## config.mk

```make
export PLATFORM = sky130hd
export DESIGN_NAME = rfh_rx_status
export DESIGN_NICKNAME = d
export VERILOG_FILES = /design/src/inc/rfh_pkg.sv /design/src/hdl/rfh_rx_status.sv
export SDC_FILE = /design/constraint.sdc
export NUM_CORES = 1
export LEC_CHECK = 0
export BUFFER_PORTS_ARGS = -buffer_cell sky130_fd_sc_hd__buf_2
export CAP_MARGIN = 40
export CELL_PAD_IN_SITES_DETAIL_PLACEMENT = 1
export CELL_PAD_IN_SITES_GLOBAL_PLACEMENT = 1
export CORE_AREA = 3 3 128 130
export CTS_BUF_LIST = sky130_fd_sc_hd__clkbuf_4 sky130_fd_sc_hd__clkbuf_8
export DETAILED_ROUTE_END_ITERATION = 10
export DIE_AREA = 0 0 131 133
export PLACE_DENSITY_LB_ADDON = 0.1
export SYNTH_ARGS = -nofsm -noshare
export SYNTH_HDL_FRONTEND = slang
export SYNTH_SLANG_ARGS = --single-unit
```

## constraint.sdc

```tcl
create_clock -name clk -period 6.9 [get_ports clk]
set_input_delay 0.69 -clock clk [delete_from_list [all_inputs] [get_ports clk]]
set_output_delay 0.69 -clock clk [all_outputs]
set_load 0.005 [all_outputs]
```

## src/inc/rfh_pkg.sv

```systemverilog
// constants for the receive frame header status block
package rfh_pkg;
    // register indices; byte address is four times the index
    localparam logic [6:0] RFH_IDX_STATUS = 7'h7C;
    localparam logic [6:0] RFH_IDX_COUNT = 7'h7E;
    localparam logic [6:0] RFH_IDX_CTRL = 7'h60;
    localparam logic [6:0] RFH_IDX_INFO = 7'h61;
    localparam int RFH_ADR_W = 9;
    // status word field positions
    localparam int RFH_BIT_VALID = 15;
    localparam int RFH_BIT_ICMP = 13;
    localparam int RFH_BIT_IP = 12;
    localparam int RFH_BIT_TCP = 11;
    localparam int RFH_BIT_UDP = 10;
    localparam int RFH_BIT_BCAST = 7;
    localparam int RFH_BIT_MCAST = 6;
    localparam int RFH_BIT_UCAST = 5;
    localparam int RFH_BIT_SYMBOL = 4;
    localparam int RFH_BIT_ETYPE = 3;
    localparam int RFH_BIT_LONG = 2;
    localparam int RFH_BIT_RUNT = 1;
    localparam int RFH_BIT_CRC = 0;
    // control and info register fields
    localparam int RFH_BIT_PASS_BAD = 0;
    localparam int RFH_BIT_OVERFLOW = 8;
    localparam logic RFH_PASS_BAD_RST = 1'b0;
    // widths and limits
    localparam int RFH_STATUS_W = 16;
    localparam int RFH_COUNT_W = 12;
    localparam int RFH_ENTRY_W = RFH_STATUS_W + RFH_COUNT_W;
    localparam logic [15:0] RFH_ETYPE_MIN = 16'h05DC;
    localparam logic [11:0] RFH_MAX_LEN = 12'h7D0;
    localparam logic [47:0] RFH_BCAST_ADDR = 48'hFFFF_FFFF_FFFF;
    localparam int RFH_GROUP_BIT = 40;
    localparam int RFH_DEPTH_DEF = 4;
endpackage

```

## src/hdl/rfh_rx_status.sv

```systemverilog
// receive frame header status and byte count with wishbone registers
// How it works
// valid flag bit 15 set when the head frame and its status are complete
// valid flag clear while nothing pending or head frame still arriving
// bit 13 flags a bad ICMP checksum
// bit 12 flags a bad IP header checksum
// bit 11 flags a bad TCP checksum
// bit 10 flags a bad UDP checksum
// bit 7 flags a broadcast destination
// bit 6 flags a multicast destination, broadcast included
// bit 5 flags a unicast destination
// bit 4 flags a media interface symbol error during the frame
// bit 3 set when length/type exceeds 1500, clear for length-coded frames
// frame type bit carries no meaning for runt frames
// bit 2 flags frames longer than 2000 bytes
// over-length frames kept only when pass-bad is on, else dropped
// over-length frames are never cut; full byte count is reported
// bit 1 flags collision-damaged or early-terminated runt frames
// runt frames kept only when pass-bad is on, else dropped
// bit 0 flags a frame check sequence mismatch
// CRC error frames kept only when pass-bad is on, else dropped
// byte count in bits 11-0, bits 15-12 read zero
// one frame shown at a time; host reads at most pending-count times
// status and byte count always describe the same frame
//
// The implementer's own choice: register access over Wishbone.
`timescale 1ns/1ps
module rfh_rx_status
    import rfh_pkg::*;
#(
    parameter int DEPTH = RFH_DEPTH_DEF
)(
    input wire logic clk,
    input wire logic reset_n,
    input wire logic wb_cyc_i,
    input wire logic wb_stb_i,
    input wire logic wb_we_i,
    input wire logic [RFH_ADR_W-1:0] wb_adr_i,
    input wire logic [3:0] wb_sel_i,
    input wire logic [31:0] wb_dat_i,
    output logic [31:0] wb_dat_o,
    output logic wb_ack_o,
    input wire logic rx_done,
    input wire logic [11:0] rx_len,
    input wire logic [47:0] rx_dest_addr,
    input wire logic [15:0] rx_len_type,
    input wire logic rx_icmp_cksum_err,
    input wire logic rx_ip_cksum_err,
    input wire logic rx_tcp_cksum_err,
    input wire logic rx_udp_cksum_err,
    input wire logic rx_symbol_err,
    input wire logic rx_runt,
    input wire logic rx_crc_err,
    output logic frame_kept,
    output logic frame_dropped
);
    localparam int AW = (DEPTH > 1) ? $clog2(DEPTH) : 1;
    localparam int CW = $clog2(DEPTH + 1);

    // the queue must wrap on its pointers, so only powers of two serve
    generate
        if (DEPTH < 2 || DEPTH > 128 || (DEPTH & (DEPTH - 1)) != 0)
        begin : g_bad_depth
            $error("DEPTH must be a power of two from 2 to 128");
        end
    endgenerate

    typedef struct packed {
        logic ack;
        logic [31:0] dat;
        logic [DEPTH-1:0][RFH_ENTRY_W-1:0] mem;
        logic [AW-1:0] wr;
        logic [AW-1:0] rd;
        logic [CW-1:0] cnt;
        logic pass_bad;
        logic overflow;
        logic kept;
        logic dropped;
    } rfh_state_t;

    rfh_state_t state_reg;
    rfh_state_t state_next;

    logic req;
    logic stat_req;
    logic pop;
    logic push;
    logic keep;
    logic [6:0] idx;
    logic [RFH_STATUS_W-1:0] st;
    logic [RFH_ENTRY_W-1:0] head;
    logic [RFH_COUNT_W-1:0] head_len;

    // next state: bus slave, frame queue and drop decision
    always_comb
    begin
        state_next = state_reg;
        state_next.ack = 1'b0;
        state_next.kept = 1'b0;
        state_next.dropped = 1'b0;
        idx = wb_adr_i[8:2];
        // one answer per request; ack drops the cycle after it is given
        req = wb_cyc_i && wb_stb_i && !state_reg.ack;
        stat_req = req && !wb_we_i && idx == RFH_IDX_STATUS;
        head = state_reg.mem[state_reg.rd];
        head_len = head[RFH_ENTRY_W-1:RFH_STATUS_W];
        // reading the byte count retires the head frame, so a reader
        // fetches status first and count last for each frame
        pop = req && !wb_we_i && idx == RFH_IDX_COUNT && state_reg.cnt != '0;

        // status word assembled from the finished frame
        st = '0;
        st[RFH_BIT_ICMP] = rx_icmp_cksum_err;
        st[RFH_BIT_IP] = rx_ip_cksum_err;
        st[RFH_BIT_TCP] = rx_tcp_cksum_err;
        st[RFH_BIT_UDP] = rx_udp_cksum_err;
        st[RFH_BIT_BCAST] = rx_dest_addr == RFH_BCAST_ADDR;
        st[RFH_BIT_MCAST] = rx_dest_addr[RFH_GROUP_BIT];
        st[RFH_BIT_UCAST] = !rx_dest_addr[RFH_GROUP_BIT];
        st[RFH_BIT_SYMBOL] = rx_symbol_err;
        // not masked for runts: the bit is simply meaningless there
        st[RFH_BIT_ETYPE] = rx_len_type > RFH_ETYPE_MIN;
        st[RFH_BIT_LONG] = rx_len > RFH_MAX_LEN;
        st[RFH_BIT_RUNT] = rx_runt;
        st[RFH_BIT_CRC] = rx_crc_err;

        // bad frames survive only with pass-bad set
        keep = !(st[RFH_BIT_LONG] || rx_runt || rx_crc_err) || state_reg.pass_bad;
        // a full queue loses the new frame rather than corrupt the head
        push = rx_done && keep && (state_reg.cnt != CW'(DEPTH) || pop);

        if (push)
        begin
            // status and count enter as one entry, full length kept
            state_next.mem[state_reg.wr] = {rx_len, st};
            state_next.wr = state_reg.wr + AW'(1);
        end
        if (pop)
        begin
            state_next.rd = state_reg.rd + AW'(1);
        end
        state_next.cnt = state_reg.cnt + CW'(push) - CW'(pop);
        state_next.kept = push;
        state_next.dropped = rx_done && !push;

        // register writes take effect on the acking edge
        if (req && wb_we_i && wb_sel_i[0])
        begin
            if (idx == RFH_IDX_CTRL)
            begin
                state_next.pass_bad = wb_dat_i[RFH_BIT_PASS_BAD];
            end
            if (idx == RFH_IDX_INFO && wb_sel_i[1] && wb_dat_i[RFH_BIT_OVERFLOW])
            begin
                state_next.overflow = 1'b0;
            end
        end
        // a new loss wins over a clear in the same cycle
        if (rx_done && keep && !push)
        begin
            state_next.overflow = 1'b1;
        end

        // read data; unmapped indices answer with zero
        state_next.dat = '0;
        if (req)
        begin
            state_next.ack = 1'b1;
            if (!wb_we_i)
            begin
                unique case (idx)
                    RFH_IDX_STATUS:
                    begin
                        if (state_reg.cnt != '0)
                        begin
                            // only whole frames reach the queue
                            state_next.dat[RFH_STATUS_W-1:0] = head[RFH_STATUS_W-1:0];
                            state_next.dat[RFH_BIT_VALID] = 1'b1;
                        end
                    end
                    RFH_IDX_COUNT:
                    begin
                        if (state_reg.cnt != '0)
                        begin
                            state_next.dat[RFH_COUNT_W-1:0] = head[RFH_ENTRY_W-1:RFH_STATUS_W];
                        end
                    end
                    RFH_IDX_CTRL:
                    begin
                        state_next.dat[RFH_BIT_PASS_BAD] = state_reg.pass_bad;
                    end
                    RFH_IDX_INFO:
                    begin
                        state_next.dat[CW-1:0] = state_reg.cnt;
                        state_next.dat[RFH_BIT_OVERFLOW] = state_reg.overflow;
                    end
                    default:
                    begin
                        state_next.dat = '0;
                    end
                endcase
            end
        end
    end

    // single state register
    always_ff @(posedge clk or negedge reset_n)
    begin
        if (!reset_n)
        begin
            state_reg <= '0;
            state_reg.pass_bad <= RFH_PASS_BAD_RST;
        end
        else
        begin
            state_reg <= state_next;
        end
    end

    // outputs straight from the state register
    assign wb_ack_o = state_reg.ack;
    assign wb_dat_o = state_reg.dat;
    assign frame_kept = state_reg.kept;
    assign frame_dropped = state_reg.dropped;
endmodule

```

==> metrics <==
crit-path max FO 6; Final Hold Fails 0; Ports 169; area occupied by multi-input gates 2464 µm²; Port Buffers between 100 and 150; most used cell, CP ha_1; Synth cell types between 40 and 50; PwrDens 340.1 nW/µm²; Design Power 2.369 mW; endpoints failing setup 0; CTS Sinks roughly 120; vias 3752; clock skew 6.992 ps; die area between 15000 and 20000 µm²; Initial Utilization about two fifths; CTS Root Cell clkbuf_8; hold slack between 200 and 300 ps; Seq/Total Area, Yosys between 50% and 60%; critical path type input pin to flop; CTS tree done; Gate Count Post-Synth 416; met2 wire len 6896 µm; slowest stage cell, crit path nor4_1; Synth Register Bits 123; slowest stage delay, CP about 450 ps; layout cells sized above 1 52.13%; cells along the critical path buf_2 > nor4_1 > nand3b_1 > a21oi_4 > o21ai_1 > ha_1 > inv_1 > ha_1 > fa_1 > xnor2_1; Max Used Layer met4; Placeable Area 15260 µm²; row count 45; ANT nets after route 0; first-pass GRT wire length 22100 µm; DRT iter0 DRCs approximately 160; Setup TNS 0 ps; number of global-route vias before repair roughly 4000; Final min period 2714 ps; Filler Cells Inserted ~1600; clk slew on worst S/H paths around 70 ps; postcts setup bufs 0; Max Cap Violations 0; FF-to-FF path depth 10; CTS Buffer Depth 2; Routed WL per cell about 19 µm; number of diodes 0; dpl cell area 6523 µm²; DRC Markers 0; Setup crit end kind flop; Nets 667; Die W approximately 130 µm; total congestion overflow 0; ys flop type dfrtp_1; drt total wl 13920 µm; placed instance count 718; cts repair resizes 0; synthesized area per cell 14.23 µm²; pin slew with the least headroom to its limit about 840 ps; post-route cell area 6965 µm²; wire length on met3 about 650 µm; initial antenna violation count 0; FF+latch area approximately 3000 µm²; Top Family by Delay on Critical Path adder cells; Pleak 3.383 nW; synth warn 0; Worst VDD drop 0.1672 mV; DP HPWL 9474 µm; max-slew violation total from the final report 0; number of synthesized flops with an enable pin 0; gr usage total between 15 and 20%; WP depth 10; Crit path required time 7250 ps; DIE HEIGHT 133 µm; clock latency on the worst-skew pair about 460 ps; Syn-to-layout area delta 17.70%; hold_buf cts 0; f_max 368.5 MHz; final non-filler cell total 750; pin count of the biggest net entering global routing 66; Synth async-reset ratio 100.0%; routed vias/inst about 5.0; Worst slew margin between 40% and 50%; startpoint types input pin; final worst path period share 39.33%; Mapped Area 5918 µm²; Final Wtd Congestion 0.7090; CP Buf/Inv Count 2; status complete, no violations; DRT Pass-1 Iters 4; max reg flops 105; min-delay worst type input pin to async pin; htree depth 4; total CTS buffers 17; unrepaired setup endpoints after global routing no; Post-Route M1 WL 6120 µm; Critical Path AT just over 3000 ps
-- path summary, 6_finish.rpt --
path	from	endpoint	slack, ps
worst min-delay path	reset_n	state_reg[5]	290
worst min register to register	wb_ack_o	wb_ack_o	460
max in group asynchronous	reset_n	state_reg[101]	5280
worst max register to register	wb_ack_o	state_reg[6]	4270
worst max-delay path	rx_len[1]	state_reg[6]	4190
min in group clk	wb_stb_i	wb_ack_o	460
-- cells in the mapped netlist (all sizes together) (5+ instances only) --
library cell | instances | area (µm²)
a22oi | 11 | 82.58
and2 | 6 | 37.54
nand2 | 6 | 22.52
inv | 15 | 56.30
and3 | 5 | 31.28
clkbuf | 7 | 26.28
nor2 | 12 | 45.04
mux2 | 91 | 1051
dfrtp | 123 | 3078
nand4 | 15 | 93.84
mux2i | 8 | 80.08
nor4 | 6 | 37.54
mux4 | 24 | 540.5
buf | 45 | 354.1
ha | 6 | 75.07
-- placed cells by master, fill, tap and decap left out, types with 2 or more instances in the layout --
master	netlist	routed
dfrtp_1	123	123
clkinv_2	0	2
xnor2_1	4	4
a21oi_1	3	3
ha_1	6	6
a22oi_1	11	11
clkbuf_8	0	18
and3_1	5	5
conb_1	1	17
mux2_2	84	84
clkinvlp_4	0	4
and3b_1	2	2
nand4_1	15	15
o21ai_0	3	3
and2_1	6	6
clkinv_4	0	3
bufinv_16	0	4
mux2_4	7	7
o211ai_2	4	4
nand3_1	3	3
mux2i_1	8	8
buf_4	32	10
nand2_1	6	6
mux4_2	24	24
nor2_1	12	12
nor4_1	6	6
inv_1	15	15
buf_2	4	117
-- metal layers --
layer  track usage, %  up-vias
li1                 -     1694
met1            22.00     1943
met2            27.03       96
met3            4.199       19
met4            6.286        0
met5                0        -
-- layout make-up --
type / instances / area share [%]
sequential: 123 / 44.19
multi-input combinational: 242 / 35.37
inverter: 15 / 0.8083
timing repair buffer: 127 / 9.484
clock inverter: 14 / 2.802
clock buffer: 18 / 3.557
tap: 211 / 3.790
-- worst register-to-register path: cells and delay by family, from the launching register on --
family	cells	cell delay [ps]
fa+ha+maj	3	880
xor+xnor	1	130
flops	1	390
buf+inv	2	290
compound gates	1	200
simple gates	3	620
-- through the flow --
stage,setup WS [ps],util (%)
after floorplan,4122,-
after global placement,3702,42.71
after detailed placement,3677,42.75
after CTS,4181,45.65
after global routing,3990,45.65
final,4186,45.65
-- cells by family after synthesis --
group | after synthesis | share of synthesized area, %
muxes | 123 | 28.25
DFF | 123 | 52.01
buffers and inverters | 67 | 7.378
and+or+nand+nor | 63 | 6.237
AOI/OAI and AO/OA | 27 | 3.721
adders and majority gates | 7 | 1.607
xor gates and xnor gates | 5 | 0.7399
other | 1 | 0.06336
-- power breakdown --
part	internal, mW	switching [mW]	leakage, nW
Sequential	0.991	0.149	1.58
Clock	0.404	0.308	0.211
Combinational	0.336	0.182	1.59
Note: power is estimated with default switching activity, not from simulation.
